===== src/hw/lkt_cfg.svh =====
// constants for the single-wire bus transceiver control block
// assumes a 20 MHz mclk and the mode encodings of lkt_pkg
`ifndef LKT_CFG_SVH
`define LKT_CFG_SVH
`define LKT_CLK_HZ          20000000
`define LKT_TO_MIN_MS       6
`define LKT_TO_TYP_MS       12
`define LKT_TO_MAX_MS       20
`define LKT_TO_CYCLES       ((`LKT_TO_TYP_MS * `LKT_CLK_HZ) / 1000)
`define LKT_TO_CNT_W        18
`define LKT_NORMAL_KBPS     20
`define LKT_FLASH_KBPS      115
`define LKT_MIN_TX_BPS      1600
`define LKT_MODE_W          2
`define LKT_MODE_RST        2'h0
`define LKT_TOE_RST         1'b1
`define LKT_MODE_POS        0
`define LKT_TOE_POS         2
`endif


===== src/hw/lkt_pkg.sv =====
// types for the single-wire bus transceiver control block
// assumes lkt_cfg.svh is in the include path
`include "lkt_cfg.svh"
package lkt_pkg;
	// operating modes of the comm_config_register mode field
	typedef enum logic [1:0]
	{
		LKT_MODE_NORMAL  = 2'h0,
		LKT_MODE_RX_ONLY = 2'h1,
		LKT_MODE_FLASH   = 2'h3
	} lkt_mode_t;

	// one write of the comm_config_register
	typedef struct packed
	{
		logic      tx_timeout_enable;
		lkt_mode_t mode;
	} lkt_cfg_t;

	// time-out supervisor states, gray along idle-run-blocked
	typedef enum logic [1:0]
	{
		LKT_TO_IDLE    = 2'h0,
		LKT_TO_RUN     = 2'h1,
		LKT_TO_BLOCKED = 2'h3
	} lkt_to_state_t;

	// analog stage controls toward the driver
	typedef struct packed
	{
		logic drv_enable;
		logic slope_ctrl;
		logic current_limit;
	} lkt_drv_t;
endpackage

===== src/hw/lkt_ctrl.sv =====
// digital control of the single-wire bus transceiver, slave side
// assumes config writes arrive as one-cycle strobes from the serial command decoder on mclk
//
// Behaviour
// - transmit input drives bus, low is dominant
// - receive output mirrors bus while receiver active
// - mode taken from written configuration field
// - reset value of mode field selects mode
// - normal mode keeps slope control, current limit
// - receive-only never drives bus
// - flash mode drops slope control, current limit
// - long dominant transmit disables output stage
// - time-out between 6 and 20 ms
// - rising transmit edge re-arms transmission
// - enable bit can suppress the time-out
// - overtemperature kills driver, sets sticky flag
// - bad supply never drives dominant on recessive
// - bad supply, recessive bus keeps receive high
// - supply return resumes without bus activity
// - short removal resumes without bus activity
// - bus activity never causes a wake event
// - k-line uses normal mode, same failure handling
`timescale 1ns/10ps
`default_nettype none
`include "lkt_cfg.svh"
module lkt_ctrl
	import lkt_pkg::*;
(
	input  wire logic     mclk,              // 20 MHz system clock
	input  wire logic     nrst,              // synchronous reset, active low
	input  wire logic     tx_in,             // transmit input from controller pin
	output logic          rx_out,            // receive output to controller
	input  wire logic     bus_in,            // bus line level from comparator
	output logic          bus_out,           // bus drive level, always low when enabled
	output logic          bus_oe,            // high while pulling the bus dominant
	input  wire logic     cfg_wr,            // one-cycle write strobe of config register
	input  wire lkt_cfg_t cfg_wdata,         // written config value
	output lkt_cfg_t      cfg_rdata,         // readback of config register
	input  wire logic     diag_clr,          // one-cycle clear of the overtemp flag
	output logic          bus_overtemp_flag, // sticky overtemperature diagnosis
	input  wire logic     overtemp,          // thermal sensor level, async
	input  wire logic     supply_ok,         // supply in operating range, async
	output lkt_drv_t      drv_ctrl,          // analog stage controls
	output logic          tx_timeout         // transmit blocked by time-out
);

	// synchronisers: first stage is read only by the second
	logic [2:0] sync1;
	logic [2:0] sync2;
	logic [2:0] next_sync1;
	logic [2:0] next_sync2;
	logic       bus_s2;
	logic       bus_s1;
	logic       next_bus_s1;
	logic       next_bus_s2;
	logic       tx_prev;      // previous synced transmit level
	logic       next_tx_prev;

	// synced levels, named for reading
	logic tx_s;
	logic ot_s;
	logic sup_s;
	assign tx_s  = sync2[0];
	assign ot_s  = sync2[1];
	assign sup_s = sync2[2];

	// edge detection on the synced transmit input
	logic tx_fall;
	logic tx_rise;
	assign tx_fall = tx_prev & ~tx_s;
	assign tx_rise = ~tx_prev & tx_s;

	// input sampling next values
	always_comb
	begin
		next_sync1   = {supply_ok, overtemp, tx_in};
		next_sync2   = sync1;
		next_bus_s1  = bus_in;
		next_bus_s2  = bus_s1;
		next_tx_prev = tx_s;
	end

	// input sampling registers; reset to recessive, supply good, cool
	always_ff @(posedge mclk)
	begin
		if (!nrst)
		begin
			sync1   <= 3'h5;
			sync2   <= 3'h5;
			bus_s1  <= 1'b1;
			bus_s2  <= 1'b1;
			tx_prev <= 1'b1;
		end
		else
		begin
			sync1   <= next_sync1;
			sync2   <= next_sync2;
			bus_s1  <= next_bus_s1;
			bus_s2  <= next_bus_s2;
			tx_prev <= next_tx_prev;
		end
	end

	// configuration register: mode and time-out enable
	lkt_cfg_t cfg;
	lkt_cfg_t next_cfg;

	// overtemperature leaves the config untouched, only writes change it
	always_comb
	begin
		next_cfg = cfg;
		if (cfg_wr)
		begin
			next_cfg = cfg_wdata;
			// unused encoding falls back to normal so the bus is never stuck
			if (cfg_wdata.mode != LKT_MODE_NORMAL && cfg_wdata.mode != LKT_MODE_RX_ONLY
				&& cfg_wdata.mode != LKT_MODE_FLASH)
			begin
				next_cfg.mode = LKT_MODE_NORMAL;
			end
		end
	end

	// config register; reset value fixes the power-on mode
	always_ff @(posedge mclk)
	begin
		if (!nrst)
		begin
			cfg.mode              <= lkt_mode_t'(`LKT_MODE_RST);
			cfg.tx_timeout_enable <= `LKT_TOE_RST;
		end
		else
		begin
			cfg <= next_cfg;
		end
	end

	// dominant time-out supervisor
	lkt_to_state_t             to_state;
	lkt_to_state_t             next_to_state;
	logic [`LKT_TO_CNT_W-1:0]  to_cnt;
	logic [`LKT_TO_CNT_W-1:0]  next_to_cnt;
	localparam logic [`LKT_TO_CNT_W-1:0] TO_LAST = `LKT_TO_CNT_W'(`LKT_TO_CYCLES - 1);

	// count dominant run; block until a rising edge
	always_comb
	begin
		next_to_state = to_state;
		next_to_cnt   = to_cnt;
		case (to_state)
			LKT_TO_IDLE:
			begin
				next_to_cnt = '0;
				if (tx_fall && cfg.tx_timeout_enable)
				begin
					next_to_state = LKT_TO_RUN;
				end
			end
			LKT_TO_RUN:
			begin
				next_to_cnt = to_cnt + 1'b1;
				if (!cfg.tx_timeout_enable || tx_rise)
				begin
					// disabled or dominant run ended in time
					next_to_state = LKT_TO_IDLE;
					next_to_cnt   = '0;
				end
				else if (to_cnt == TO_LAST)
				begin
					next_to_state = LKT_TO_BLOCKED;
				end
			end
			LKT_TO_BLOCKED:
			begin
				next_to_cnt = '0;
				if (tx_rise || !cfg.tx_timeout_enable)
				begin
					next_to_state = LKT_TO_IDLE;
				end
			end
			default:
			begin
				next_to_state = LKT_TO_IDLE;
				next_to_cnt   = '0;
			end
		endcase
	end

	// time-out registers
	always_ff @(posedge mclk)
	begin
		if (!nrst)
		begin
			to_state <= LKT_TO_IDLE;
			to_cnt   <= '0;
		end
		else
		begin
			to_state <= next_to_state;
			to_cnt   <= next_to_cnt;
		end
	end

	// output stage and diagnosis
	logic     next_bus_oe;
	logic     next_rx_out;
	logic     next_ot_flag;
	logic     next_tx_timeout;
	lkt_drv_t next_drv;
	logic     blocked;
	assign blocked = (next_to_state == LKT_TO_BLOCKED);

	// driver is level based except for the time-out block, so other faults clear by themselves
	always_comb
	begin
		// dominant only when low, normal or flash, cool and not blocked
		next_bus_oe = ~tx_s & (cfg.mode != LKT_MODE_RX_ONLY) & ~ot_s & ~blocked;
		// receiver runs in every mode; recessive reads high under bad supply
		next_rx_out = bus_s2 | (~sup_s & bus_s2);
		// sticky flag, set wins over clear
		next_ot_flag = ot_s | (bus_overtemp_flag & ~diag_clr);
		next_tx_timeout = blocked;
		next_drv.drv_enable = (cfg.mode != LKT_MODE_RX_ONLY) & ~ot_s;
		// flash trades edge shaping for speed
		next_drv.slope_ctrl    = (cfg.mode != LKT_MODE_FLASH);
		next_drv.current_limit = (cfg.mode != LKT_MODE_FLASH);
	end

	// output registers; no wake output exists at all
	always_ff @(posedge mclk)
	begin
		if (!nrst)
		begin
			bus_oe            <= 1'b0;
			rx_out            <= 1'b1;
			bus_overtemp_flag <= 1'b0;
			tx_timeout        <= 1'b0;
			drv_ctrl          <= 3'h7;
			cfg_rdata         <= lkt_cfg_t'({`LKT_TOE_RST, `LKT_MODE_RST});
		end
		else
		begin
			bus_oe            <= next_bus_oe;
			rx_out            <= next_rx_out;
			bus_overtemp_flag <= next_ot_flag;
			tx_timeout        <= next_tx_timeout;
			drv_ctrl          <= next_drv;
			cfg_rdata         <= next_cfg;
		end
	end

	// bus is only ever pulled low
	assign bus_out = 1'b0;

	// checks
	property p_rx_only_quiet;
		@(posedge mclk) disable iff (!nrst) (cfg.mode == LKT_MODE_RX_ONLY) |=> !bus_oe;
	endproperty
	a_rx_only_quiet: assert property (p_rx_only_quiet) else $error("bus driven in receive-only");

	property p_recessive_quiet;
		@(posedge mclk) disable iff (!nrst) tx_s |=> !bus_oe;
	endproperty
	a_recessive_quiet: assert property (p_recessive_quiet) else $error("dominant on recessive input");

	property p_timeout_hit;
		@(posedge mclk) disable iff (!nrst)
			(to_state == LKT_TO_RUN && to_cnt == TO_LAST && !tx_rise && cfg.tx_timeout_enable) |=> tx_timeout && !bus_oe;
	endproperty
	a_timeout_hit: assert property (p_timeout_hit) else $error("time-out did not block");

	property p_rearm;
		@(posedge mclk) disable iff (!nrst) (to_state == LKT_TO_BLOCKED && tx_rise) |=> !tx_timeout;
	endproperty
	a_rearm: assert property (p_rearm) else $error("no re-arm on rising edge");

	property p_toe_off;
		@(posedge mclk) disable iff (!nrst) !cfg.tx_timeout_enable |=> to_state == LKT_TO_IDLE;
	endproperty
	a_toe_off: assert property (p_toe_off) else $error("time-out ran while disabled");

	property p_ot_flag;
		@(posedge mclk) disable iff (!nrst) (ot_s && !cfg_wr) |=> bus_overtemp_flag && !bus_oe && $stable(cfg);
	endproperty
	a_ot_flag: assert property (p_ot_flag) else $error("overtemp handling wrong");

	property p_flash;
		@(posedge mclk) disable iff (!nrst) (cfg.mode == LKT_MODE_FLASH) |=> !drv_ctrl.slope_ctrl && !drv_ctrl.current_limit;
	endproperty
	a_flash: assert property (p_flash) else $error("flash kept slope control");

	property p_normal;
		@(posedge mclk) disable iff (!nrst) (cfg.mode == LKT_MODE_NORMAL) |=> drv_ctrl.slope_ctrl && drv_ctrl.current_limit;
	endproperty
	a_normal: assert property (p_normal) else $error("normal lost slope control");

	property p_rx_follow;
		@(posedge mclk) disable iff (!nrst) 1'b1 |=> rx_out == $past(bus_s2);
	endproperty
	a_rx_follow: assert property (p_rx_follow) else $error("receive output wrong");

	property p_cfg_write;
		@(posedge mclk) disable iff (!nrst) (cfg_wr && cfg_wdata.mode == LKT_MODE_RX_ONLY) |=> cfg.mode == LKT_MODE_RX_ONLY;
	endproperty
	a_cfg_write: assert property (p_cfg_write) else $error("mode write not applied");

	// the spare encoding must land on normal, never leave the bus unusable
	property p_cfg_fallback;
		@(posedge mclk) disable iff (!nrst) (cfg_wr && cfg_wdata.mode == 2'h2) |=> cfg.mode == LKT_MODE_NORMAL;
	endproperty
	a_cfg_fallback: assert property (p_cfg_fallback) else $error("spare mode code not mapped");

	property p_cnt_clear;
		@(posedge mclk) disable iff (!nrst) tx_rise |=> to_cnt == '0;
	endproperty
	a_cnt_clear: assert property (p_cnt_clear) else $error("counter kept after rising edge");

	property p_cnt_start;
		@(posedge mclk) disable iff (!nrst)
			(to_state == LKT_TO_IDLE && tx_fall && cfg.tx_timeout_enable) |=> to_state == LKT_TO_RUN && to_cnt == '0;
	endproperty
	a_cnt_start: assert property (p_cnt_start) else $error("counter not restarted on falling edge");

	// a block may only end on a rising edge or a cleared enable
	property p_hold_block;
		@(posedge mclk) disable iff (!nrst)
			(to_state == LKT_TO_BLOCKED && !tx_rise && cfg.tx_timeout_enable) |=> tx_timeout && !bus_oe;
	endproperty
	a_hold_block: assert property (p_hold_block) else $error("block released without edge");

	property p_blocked_out;
		@(posedge mclk) disable iff (!nrst) (to_state == LKT_TO_BLOCKED) |-> tx_timeout && !bus_oe;
	endproperty
	a_blocked_out: assert property (p_blocked_out) else $error("output stage live while blocked");

	property p_bad_supply_rx;
		@(posedge mclk) disable iff (!nrst) (!sup_s && bus_s2) |=> rx_out;
	endproperty
	a_bad_supply_rx: assert property (p_bad_supply_rx) else $error("receive low on recessive bus");

	property p_ot_drv;
		@(posedge mclk) disable iff (!nrst) ot_s |=> !drv_ctrl.drv_enable;
	endproperty
	a_ot_drv: assert property (p_ot_drv) else $error("driver enabled while hot");

endmodule
`default_nettype wire


===== config.mk =====
export PLATFORM = sky130hd
export DESIGN_NAME = lkt_ctrl
export DESIGN_NICKNAME = d
export VERILOG_FILES = /design/src/hw/lkt_pkg.sv /design/src/hw/lkt_ctrl.sv
export VERILOG_INCLUDE_DIRS = /design/src /design/src/hw
export SDC_FILE = /design/constraint.sdc
export NUM_CORES = 1
export LEC_CHECK = 0
export ABC_AREA = 1
export BUFFER_PORTS_ARGS = -buffer_cell sky130_fd_sc_hd__buf_2
export CORE_ASPECT_RATIO = 2
export CORE_UTILIZATION = 55
export DETAILED_ROUTE_END_ITERATION = 8
export HOLD_SLACK_MARGIN = 0.1
export PLACE_DENSITY_LB_ADDON = 0.3
export SLEW_MARGIN = 15
export SYNTH_ARGS = -nofsm -noshare
export SYNTH_HDL_FRONTEND = slang
export SYNTH_SLANG_ARGS = --single-unit

===== constraint.sdc =====
create_clock -name mclk -period 1.4 [get_ports mclk]
set_clock_uncertainty 0.1 [all_clocks]
set_input_delay 0.28 -clock mclk [delete_from_list [all_inputs] [get_ports mclk]]
set_output_delay 0.28 -clock mclk [all_outputs]
set_load 0.05 [all_outputs]

==> results of run 1 <==
-- final cells by class --
cell class | instances | share of cell area, %
Sequential cell | 36 | 38.5
Clock inverter | 3 | 4.79
Multi-Input combinational cell | 134 | 38.3
Tap cell | 29 | 1.93
Clock buffer | 5 | 3.66
Inverter | 25 | 4.99
Timing Repair Buffer | 25 | 7.85
-- sequential cells by signal, summed over array words and instances (netlist names) --
register	flops
bus_oe	1
bus_overtemp_flag	1
bus_s1	1
bus_s2	1
cfg_rdata	3
drv_ctrl	2
next_sync2	2
rx_out	1
sync2	2
to_cnt	18
to_state	2
tx_prev	1
tx_timeout	1
-- worst max path at each step --
stage / endpoint / slack (ps) / from
after floorplan: to_cnt[14]$_SDFF_PP0_ / 90 / cfg_rdata[2]$_SDFFE_PN1P_
after global routing: to_state[1]$_SDFF_PN0_ / -50 / to_cnt[1]$_SDFF_PP0_
after detailed placement: tx_timeout$_SDFF_PN0_ / -8 / to_cnt[1]$_SDFF_PP0_
after global placement: tx_timeout$_SDFF_PN0_ / 60 / to_cnt[1]$_SDFF_PP0_
after CTS: tx_timeout$_SDFF_PN0_ / 3 / to_cnt[1]$_SDFF_PP0_
final: tx_timeout$_SDFF_PN0_ / 30 / to_cnt[1]$_SDFF_PP0_
-- where the power goes --
group | internal, mW | switching [mW]
registers | 1.04 | 0.0104
logic | 0.0380 | 0.0787
clock network | 0.891 | 0.383
-- cells by family after synthesis --
group	synth area share, %
other	0.241
xor gates and xnor gates	2.25
AOI/OAI and AO/OA	6.19
adders and majority gates	0.804
DFF	46.3
and+or+nand+nor	35.9
buffers and inverters	8.29
-- routing by layer --
metal	global-route usage (%)	vias up
li1	-	678
met1	22.3	594
met2	43.3	30
met3	5.78	11
met4	15.2	0
met5	0	-
-- stage by stage --
step,std cells,TNS (ps),hold WS [ps]
after floorplan,200,0,278
after global routing,257,-141,153
final,257,0,114
after CTS,257,0,117
after detailed placement,245,-8.43,303
after global placement,245,0,295
-- worst register-to-register path, cell delays in order (launching register included) --
cell and delay [ps]:
sky130_fd_sc_hd__dfxtp_1 360, sky130_fd_sc_hd__ha_2 230, sky130_fd_sc_hd__nand3_4 130, sky130_fd_sc_hd__nor2_4 170
sky130_fd_sc_hd__nand3_1 100, sky130_fd_sc_hd__nand2_1 80, sky130_fd_sc_hd__nand2_1 70, sky130_fd_sc_hd__nor2_1 80
-- cell usage after synthesis, types with 2 or more instances --
cell	count	share of area [%]
sky130_fd_sc_hd__nand2_2	4	1.6
sky130_fd_sc_hd__o21ai_0	5	1.6
sky130_fd_sc_hd__nand3_1	11	3.5
sky130_fd_sc_hd__inv_1	22	5.3
sky130_fd_sc_hd__nor3_1	3	0.97
sky130_fd_sc_hd__a21oi_1	11	3.5
sky130_fd_sc_hd__nand4_1	3	1.2
sky130_fd_sc_hd__inv_2	3	0.72
sky130_fd_sc_hd__nor2_1	24	5.8
sky130_fd_sc_hd__xor2_1	3	1.7
sky130_fd_sc_hd__dfxtp_1	36	46
sky130_fd_sc_hd__nand3_2	2	1.3
sky130_fd_sc_hd__nand2_1	41	9.9
sky130_fd_sc_hd__nor2_4	3	2.2
sky130_fd_sc_hd__buf_4	2	0.97
sky130_fd_sc_hd__or2_2	5	2.0
sky130_fd_sc_hd__nor2_2	5	2.0
sky130_fd_sc_hd__nor3_2	2	1.3
-- repair_timing --
| item | CTS | global route |
|---|---|---|
| gates resized for setup | 2 | 2 |
| setup buffers | 1 | 0 |
| pin swaps | 1 | 1 |
| setup endpoints to repair | 2 | 10 |
| hold endpoints to repair | 3 | 0 |
| hold buffers | 3 | 0 |
==> flow_summary_export.csv, run 1 <==
group,metric,value,unit
run_status,run_status,"complete, no violations",
final_layout,num_antenna_cells,0,
worst_setup_path,count_of_cell_instances_traversed_by_the_critical_path,7,
route,met2WireLength,1780,um
worst_setup_path,cpLargestDelayFamily,"simple AND/OR/NAND/NOR gates",
hold_path,hold_path_class,"primary input to flop",
global_routing,globalRoute.totalOverflow,0,
worst_setup_path,crit_path_top_cell_by_count,"sky130_fd_sc_hd__nand2_1",
sta,report.final.hold_viol_count,0,
floorplan,number_of_i_o_pins,22,
synthesis,yosysUniqueCellTypes,33,
synthesis,synthCells,200,
hold_path,timing.hold.worst_path_depth,3,
global_routing,grt_max_degree,17,
worst_setup_path,critical_path.startpoint_type,"flop",
final_layout,final_layout_fill_cell_count,225,
final_layout,synthToLayoutAreaGrowth,20.9,%
cts,cts_buffers,5,
cts,clock_insertion_delay_worst_skew,290,ps
cts,cts_sinks,36,
route,avgRoutedWirePerCell,12.1,um
route,antenna_violating_nets_post_route,0,
run,max_capacitance_violation_total,0,
route,top_signal_layer_used,"met4",
placement,placed_inst_area,0.00167,mm2
synthesis,synth_seq_cells,36,
placement,io_port_bufs,19,
route,drc,0,
floorplan,rows,27,
worst_setup_path,timing.critical_path.cells,"ha_2, nand3_4, nor2_4, nand3_1, nand2_1, nand2_1, nor2_1",
sta,setup_viol_count_final,0,
synthesis,seq_area_frac_synth,46.3,%
worst_setup_path,timing.setup.critical_path_class,"flop to flop",
final_layout,most-common-layout-cells,"sky130_fd_sc_hd__nand2_1, sky130_fd_sc_hd__dfxtp_1, sky130_fd_sc_hd__nor2_1",
synthesis,post_synthesis_area_per_instance,7.78,um2
synthesis,net_count_synth,212,
global_routing,grt_antenna_before_repair,0,
floorplan,floorplan.initialDensity,57.5,%
power_and_ir_drop,power,2.44,mW
sta,timing.final.crit_share,98.0,%
route,drt-vias-per-instance,5.11,
power_and_ir_drop,cellPowerDensity,1300,mW/mm2
worst_setup_path,worst-endpoint-arrival,1510,ps
final_layout,fin_area,0.00188,mm2
final_layout,finish.utilization,69.6,%
worst_setup_path,worst_ep_required_time,1530,ps
worst_setup_path,reg2reg_to,"tx_timeout$_SDFF_PN0_",
worst_setup_path,critPathSlowestCell,"sky130_fd_sc_hd__dfxtp_1",
worst_setup_path,r2r_slack,30,ps
final_layout,final_common_cell,"sky130_fd_sc_hd__nand2_1",
final_layout,seqCellArea,723,um2
placement,gp_congestion,0.777,
global_routing,first_global_vias,1334,
cts,htreeDepth,2,
cts,clock_tree_from_tritoncts,"done",
final_layout,layout.nets,239,
final_layout,layout-drive-gt1-share,25.9,%
worst_setup_path,cp_max_fo,6,
worst_setup_path,crit_buf_inv,0,
worst_setup_path,cp-end-kind,"flop",
sta,finalMaxSlewViolations,0,
floorplan,fp.coreArea,0.00270,mm2
global_routing,global_route.usage.total,24.5,%
worst_setup_path,r2r-start,"to_cnt[1]$_SDFF_PP0_",
placement,place_hpwl,2220,um
floorplan,die_area,0.00306,mm2
cts,cts-root-to-sink-buffers,2,
route,firstDrtPassIters,4,
hold_path,min_to,"cfg_rdata[2]$_SDFFE_PN1P_",
worst_setup_path,timing.reg2reg.worst_path_depth,7,
cts,clock_pin_slew_on_the_worst_setup_and_hold_paths,70,ps
floorplan,die_w,39.6,um
global_routing,grt_pass1_wl,5310,um
sta,rsz0062_at_grt,"yes",
route,vias,1313,
synthesis,netlist_area,0.00156,mm2
hold_path,timing.hold.worst.start,"cfg_wdata[2]",
placement,post-place-ws,-8.43,ps
power_and_ir_drop,leakage,0.754,nW
synthesis,yosys_warnings,0,
synthesis,synth-edff-count,0,
sta,achievable-frequency,729,MHz
synthesis,synth-main-ff-cell,"sky130_fd_sc_hd__dfxtp_1",
worst_setup_path,critical-path-max-stage-delay,360,ps
sta,final.min_clock_period,1370,ps
cts,ctsRootBufferMaster,"sky130_fd_sc_hd__clkbuf_8",
route,wl_met3,87,um
floorplan,die_h,77.2,um
synthesis,ffs_w_async_s_r_synth,0,%
sta,setup_slack,27.7,ps
route,drt-total-wl,3110,um
route,detailedRoute.firstIterationViolations,21,
power_and_ir_drop,vdd.ir_drop.worst,1.48,mV
route,metal_1_wl,1120,um
final_layout,multi_input_gate_area,721,um2
Power figures use the tool's default switching activity.
==> run 2, diff against run 1 <==
- PLACE_DENSITY: default -> 0.77
- PLACE_DENSITY_LB_ADDON: 0.3 -> default
==> run 2 against run 1 <==
Die area unchanged. Final area decreased by 1.5%. Critical path depth is the same. Via count increased by 0.91%. Clock-buffer cell count stayed put.
==> flow_summary_export.csv, run 2 (synthesis gave the netlist of run 1 again) <==
group,metric,value,unit
placement,io_port_bufs,19,
cts,clock_pin_slew_on_the_worst_setup_and_hold_paths,70,ps
worst_setup_path,critical_path.startpoint,"to_cnt[1]$_SDFF_PP0_",
global_routing,grt_antenna_before_repair,0,
worst_setup_path,critical_path.startpoint_type,"flop",
final_layout,synthToLayoutAreaGrowth,19.1,%
floorplan,number_of_i_o_pins,22,
placement,place_hpwl,2230,um
sta,timing.final.crit_share,94.4,%
global_routing,grt_util_met3,6.36,%
worst_setup_path,worst-endpoint-arrival,1450,ps
final_layout,layout.nets,241,
hold_path,hold_path_class,"primary input to flop",
floorplan,die_w,39.6,um
final_layout,final_common_cell,"sky130_fd_sc_hd__nand2_1",
route,detailedRoute.firstIterationViolations,21,
worst_setup_path,worst_ep_required_time,1530,ps
floorplan,rows,27,
sta,final.min_clock_period,1320,ps
cts,cts_buffers,5,
global_routing,grt-busiest-layer,"met2",
placement,placed_inst_area,0.00167,mm2
cts,cts-root-to-sink-buffers,2,
worst_setup_path,cp-end-kind,"flop",
cts,htreeDepth,2,
global_routing,first_global_vias,1308,
route,drt-total-wl,3270,um
cts,cts_sinks,36,
final_layout,fin_area,0.00185,mm2
power_and_ir_drop,leakage,0.722,nW
cts,clock_tree_from_tritoncts,"done",
sta,setup_viol_count_final,0,
final_layout,flip_flop_count_of_the_largest_register_all_copies_and_words_added,18,
global_routing,global_route.usage.total,24.1,%
final_layout,final_layout_fill_cell_count,228,
run,max_capacitance_violation_total,0,
worst_setup_path,timing.setup.critical_path_class,"flop to flop",
final_layout,top_regs,"to_cnt: 18 flops, cfg_rdata: 3 flops",
final_layout,layout-drive-gt1-share,27.5,%
hold_path,timing.hold.worst.start,"cfg_wr",
sta,finalMaxSlewViolations,0,
sta,achievable-frequency,756,MHz
worst_setup_path,r2r-start,"to_cnt[1]$_SDFF_PP0_",
final_layout,num_antenna_cells,0,
cts,ctsRootBufferMaster,"sky130_fd_sc_hd__clkbuf_8",
floorplan,fp.coreArea,0.00270,mm2
power_and_ir_drop,vdd.ir_drop.worst,0.809,mV
global_routing,globalRouteMet1Util,22.4,%
global_routing,grt_max_degree,17,
route,drt-vias-per-instance,5.14,
cts,clock_insertion_delay_worst_skew,290,ps
route,avgRoutedWirePerCell,12.7,um
global_routing,grt_pass1_wl,5220,um
final_layout,most-common-layout-cells,"sky130_fd_sc_hd__nand2_1, sky130_fd_sc_hd__dfxtp_1, sky130_fd_sc_hd__nor2_1",
run_status,run_status,"complete, no violations",
floorplan,die_area,0.00306,mm2
sta,tns,0,ps
route,vias,1325,
floorplan,floorplan.initialDensity,57.5,%
final_layout,largest-register,"to_cnt",
sta,report.final.hold_viol_count,0,
global_routing,globalRoute.totalOverflow,0,
placement,gp_congestion,0.828,
final_layout,seqCellArea,728,um2
route,antenna_violating_nets_post_route,0,
final_layout,finish.utilization,68.6,%
global_routing,grt.met2_usage,43.6,%
route,drc,0,
worst_setup_path,cp_max_fo,6,
power_and_ir_drop,cellPowerDensity,1010,mW/mm2
final_layout,multi_input_gate_area,756,um2
route,firstDrtPassIters,4,
floorplan,die_h,77.2,um
run 2: path summary, 6_finish.rpt:
path                                                  end  slack [ps]  cells after the start
worst max-delay path                tx_timeout$_SDFF_PN0_          80                      7
worst min-delay path            cfg_rdata[0]$_SDFFE_PN0P_         140                      2
worst max register to register      tx_timeout$_SDFF_PN0_          80                      7
worst min register to register     drv_ctrl[0]$_SDFF_PN1_         310                      1
run 2: cell type report:
type	instances	share of cell area (%)
clock inverters	2	0.675
repair buffers	26	8.51
multi-input cells	135	40.8
well taps	29	1.96
flip-flops and latches	36	39.3
clock buffers	5	3.71
inverters	25	5.06
run 2: critical path, stage by stage (launching register included):
cell and delay [ps]:
sky130_fd_sc_hd__dfxtp_4 370, sky130_fd_sc_hd__ha_4 150, sky130_fd_sc_hd__nand3_4 120, sky130_fd_sc_hd__nor2_4 170, sky130_fd_sc_hd__nand3_2 110, sky130_fd_sc_hd__nand2_2 90, sky130_fd_sc_hd__nand2_1 70, sky130_fd_sc_hd__nor2_1 80
run 2: report_power, final:
part / total, mW / internal [mW] / switching [mW]
registers: 1.05 / 1.04 / 0.0100
logic: 0.123 / 0.0402 / 0.0828
clock network: 0.700 / 0.336 / 0.364
total: 1.88 / 1.42 / 0.457
run 2: routing by layer:
metal  vias up  routed length, um
met5         -                  0
met4         0                121
met3        13                100
met2        28               1820
met1       601               1220
li1        683                  -
run 2: what timing repair did:
action / CTS / global route
gates cloned: 0 / 1
endpoints found under the hold margin: 4 / 0
buffers inserted: 1 / 0
pin swaps: 1 / 2
hold buffers: 4 / 0
endpoints found under the setup margin: 2 / 9
gates resized for setup: 3 / 8
run 2: metrics by stage:
step / cells / hold slack, ps / power, mW / setup slack (ps)
6_report: 258 / 145 / 1.88 / 77.7
5_1_grt: 258 / 149 / 1.93 / -5.06
4_1_cts: 257 / 127 / 1.89 / 5.40
3_5_place_dp: 245 / 291 / 1.19 / -28.4
3_3_place_gp: 245 / 287 / 1.18 / 41.1
2_1_floorplan: 200 / 278 / 1.16 / 87.2
==> run 3, diff against run 2 <==
- ABC_AREA: 1 -> default
- CORE_UTILIZATION: 55 -> 54
- PLACE_DENSITY: 0.77 -> 0.76
==> run 3 against run 2 <==
The run now ends with negative setup slack left. Routed wire length increased by 1.9%. Sequential power about the same. Worst hold slack lost 31 ps. Cell count fell by 12%. Synthesized cell count is 25% lower. Flip-flop and latch count is the same. Non-clock buffer count rose by 22. Total power shrank 0.32%. Register-to-register slack lost 180 ps. Utilization rose by 11 points. Largest power group unchanged.
==> flow_summary_export.csv, run 3 <==
group,metric,value,unit
synthesis,seq_area_frac_synth,50.6,%
worst_setup_path,timing.setup.critical_path_class,"flop to flop",
synthesis,synth-edff-count,0,
synthesis,netlist_area,0.00143,mm2
sta,fin_hold_ws,114,ps
synthesis,synth_xor_area_share,8.60,%
cts,cts-root-to-sink-buffers,2,
power_and_ir_drop,power,1.87,mW
synthesis,main_combinational_cell_family_by_area_after_synthesis,"simple AND/OR/NAND/NOR gates",
power_and_ir_drop,portion_of_total_power_attributed_to_sequential_cells,56.2,%
placement,placed_inst_area,0.00173,mm2
synthesis,synth_seq_cells,36,
placement,post-place-ws,-138,ps
final_layout,layout.nets,210,
synthesis,multiplexer_share_of_the_synthesized_area,2.19,%
worst_setup_path,cp-end-kind,"flop",
synthesis,ffs_w_async_s_r_synth,0,%
worst_setup_path,cp_max_fo,3,
worst_setup_path,r2r_slack,-110,ps
power_and_ir_drop,swShare,23.4,%
run,max_capacitance_violation_total,0,
sta,setup_slack,-107,ps
floorplan,rows,26,
placement,place_hpwl,2300,um
sta,tns,-198,ps
floorplan,floorplan.initialDensity,56.2,%
route,antenna_violating_nets_post_route,0,
synthesis,yosys_warnings,0,
run_status,violations,"negative setup slack",
final_layout,finish.utilization,79.1,%
route,drt-total-wl,3330,um
final_layout,flip_flop_count_of_the_largest_register_all_copies_and_words_added,18,
synthesis,synth_simple_gate_area_share,29.1,%
final_layout,most-common-layout-cells,"sky130_fd_sc_hd__dfxtp_1, sky130_fd_sc_hd__buf_4, sky130_fd_sc_hd__buf_2",
final_layout,top_regs,"to_cnt: 18 flops, cfg_rdata: 3 flops",
final_layout,layout-drive-gt1-share,41.7,%
synthesis,synthCells,150,
sta,report.final.hold_viol_count,0,
cts,clock_insertion_delay_worst_skew,290,ps
floorplan,die_h,74.7,um
route,drt-vias-per-instance,5.39,
synthesis,synth_area_leader_cell,"sky130_fd_sc_hd__dfxtp_1",
route,firstDrtPassIters,4,
cts,cts_buffers,5,
power_and_ir_drop,clock_power_share,37.5,%
placement,gp_congestion,0.777,
sta,rsz0062_at_grt,"yes",
synthesis,yosysUniqueCellTypes,38,
synthesis,yosysMostFrequentCell,"sky130_fd_sc_hd__dfxtp_1",
global_routing,grt_max_degree,18,
synthesis,post_synthesis_area_per_instance,9.50,um2
worst_setup_path,worst_ep_required_time,1470,ps
synthesis,synth.area.top_cells,"sky130_fd_sc_hd__dfxtp_1, sky130_fd_sc_hd__xnor2_1, sky130_fd_sc_hd__nor2_1",
route,detailedRoute.firstIterationViolations,20,
final_layout,fin_area,0.00201,mm2
final_layout,final_common_cell,"sky130_fd_sc_hd__dfxtp_1",
synthesis,synth-main-ff-cell,"sky130_fd_sc_hd__dfxtp_1",
synthesis,synthAdderAreaFrac,0.878,%
global_routing,global_route.usage.total,25.9,%
synthesis,net_count_synth,162,
route,vias,1224,
placement,placed_cells,213,
placement,io_port_bufs,19,
route,avgRoutedWirePerCell,14.7,um
power_and_ir_drop,vdd.ir_drop.worst,0.946,mV
cts,ctsRootBufferMaster,"sky130_fd_sc_hd__clkbuf_8",
floorplan,number_of_i_o_pins,22,
final_layout,largest-register,"to_cnt",
run_status,run_status,"finished with violations",
power_and_ir_drop,internal_power,1.43,mW
hold_path,hold_path_class,"primary input to flop",
synthesis,compound_gate_fraction_of_synth_area,3.95,%
floorplan,die_w,38.3,um
global_routing,grt_pass1_wl,5090,um
worst_setup_path,critical_path.startpoint_type,"flop",
final_layout,synthToLayoutAreaGrowth,40.8,%
global_routing,globalRoute.totalOverflow,0,
cts,cts_sinks,36,
power_and_ir_drop,leakage,0.862,nW
route,drc,0,
final_layout,num_antenna_cells,0,
sta,finalMaxSlewViolations,0,
final_layout,finished_layout_cells,227,
power_and_ir_drop,cellPowerDensity,932,mW/mm2
power_and_ir_drop,pwr-share-comb,6.3,%
sta,setup_viol_count_final,4,
global_routing,grt_antenna_before_repair,0,
power_and_ir_drop,power_switching,0.438,mW
worst_setup_path,worst-endpoint-arrival,1580,ps
cts,htreeDepth,2,
synthesis,synth.top_cell.area_share,50.6,%
floorplan,fp.coreArea,0.00254,mm2
global_routing,first_global_vias,1181,
cts,clock_tree_from_tritoncts,"done",
sta,timing.final.crit_share,108,%
synthesis,post_synth_most_frequent_cells,"sky130_fd_sc_hd__dfxtp_1, sky130_fd_sc_hd__nor2_1, sky130_fd_sc_hd__nand2_1",
sta,achievable-frequency,664,MHz
sta,final.min_clock_period,1510,ps
cts,clock_pin_slew_on_the_worst_setup_and_hold_paths,70,ps
floorplan,die_area,0.00286,mm2
[run 3: cell types whose count changed after synthesis, moves of 5 or more]
cell,change
sky130_fd_sc_hd__a21oi_1,-9
sky130_fd_sc_hd__inv_1,-19
sky130_fd_sc_hd__nand2_1,-30
sky130_fd_sc_hd__nand2b_1,+5
sky130_fd_sc_hd__nor2_1,-5
sky130_fd_sc_hd__nor4_1,+8
sky130_fd_sc_hd__or2_2,-5
sky130_fd_sc_hd__xnor2_1,+9
[run 3: critical path, stage by stage, from the launching register on]
cell                      delay (ps)
sky130_fd_sc_hd__dfxtp_4         360
sky130_fd_sc_hd__nand4_4         150
sky130_fd_sc_hd__buf_4           190
sky130_fd_sc_hd__nor4_4          310
sky130_fd_sc_hd__xnor2_1         200
sky130_fd_sc_hd__nor2_1           80
[run 3: timing repair]
item,in CTS,in global routing
pin swaps,6,4
hold endpoints to repair,3,0
cloned,0,0
resized for setup,15,13
setup buffers,2,1
endpoints found under the setup margin,13,17
hold buffers,3,0
[run 3: cell type report]
cell class	count	area (um2)
clock buffers	7	76.3
flip-flops and latches	36	743
well taps	28	35.0
multi-input cells	102	787
inverters	5	20.0
repair buffers	48	340
fillers	166	531
clock inverters	1	5.00
[run 3: layer usage]
metal,wire (um),share of wire (%),up-vias,global-route usage (%)
met3,100,3.0,15,7.08
met5,0,0,-,0
met2,1920,58,29,46.1
li1,-,-,600,-
met1,1170,35,580,24.4
met4,140,4.2,0,16.7
[run 3: logic make-up (layout without fill, tap and decap cells)]
kind of cell	after synthesis	after routing
other	1	1
XOR/XNOR	14	14
adder cells (fa/ha/maj)	1	1
buffers and inverters	12	61
AO/OA/AOI/OAI	9	9
flip-flops	36	36
AND/OR/NAND/NOR	74	74
multiplexers	3	3
[run 3: worst paths after layout]
kind	to	cells past startpoint	from
worst max register to register	to_cnt[12]$_SDFF_PP0_	5	to_cnt[8]$_SDFF_PP0_
worst min-delay path	cfg_rdata[2]$_SDFFE_PN1P_	3	cfg_wdata[2]
worst max-delay path	to_cnt[12]$_SDFF_PP0_	5	to_cnt[8]$_SDFF_PP0_
worst min register to register	rx_out$_SDFF_PN1_	1	bus_s2$_SDFF_PN1_
[run 3: power groups by stage]
stage               logic, mW  clock network, mW  registers, mW
global route            0.125              0.768           1.05
CTS                     0.118              0.717           1.05
floorplan              0.0452                  0           1.10
detailed placement      0.111                  0           1.07
global placement        0.108                  0           1.07
finish                  0.118              0.701           1.05
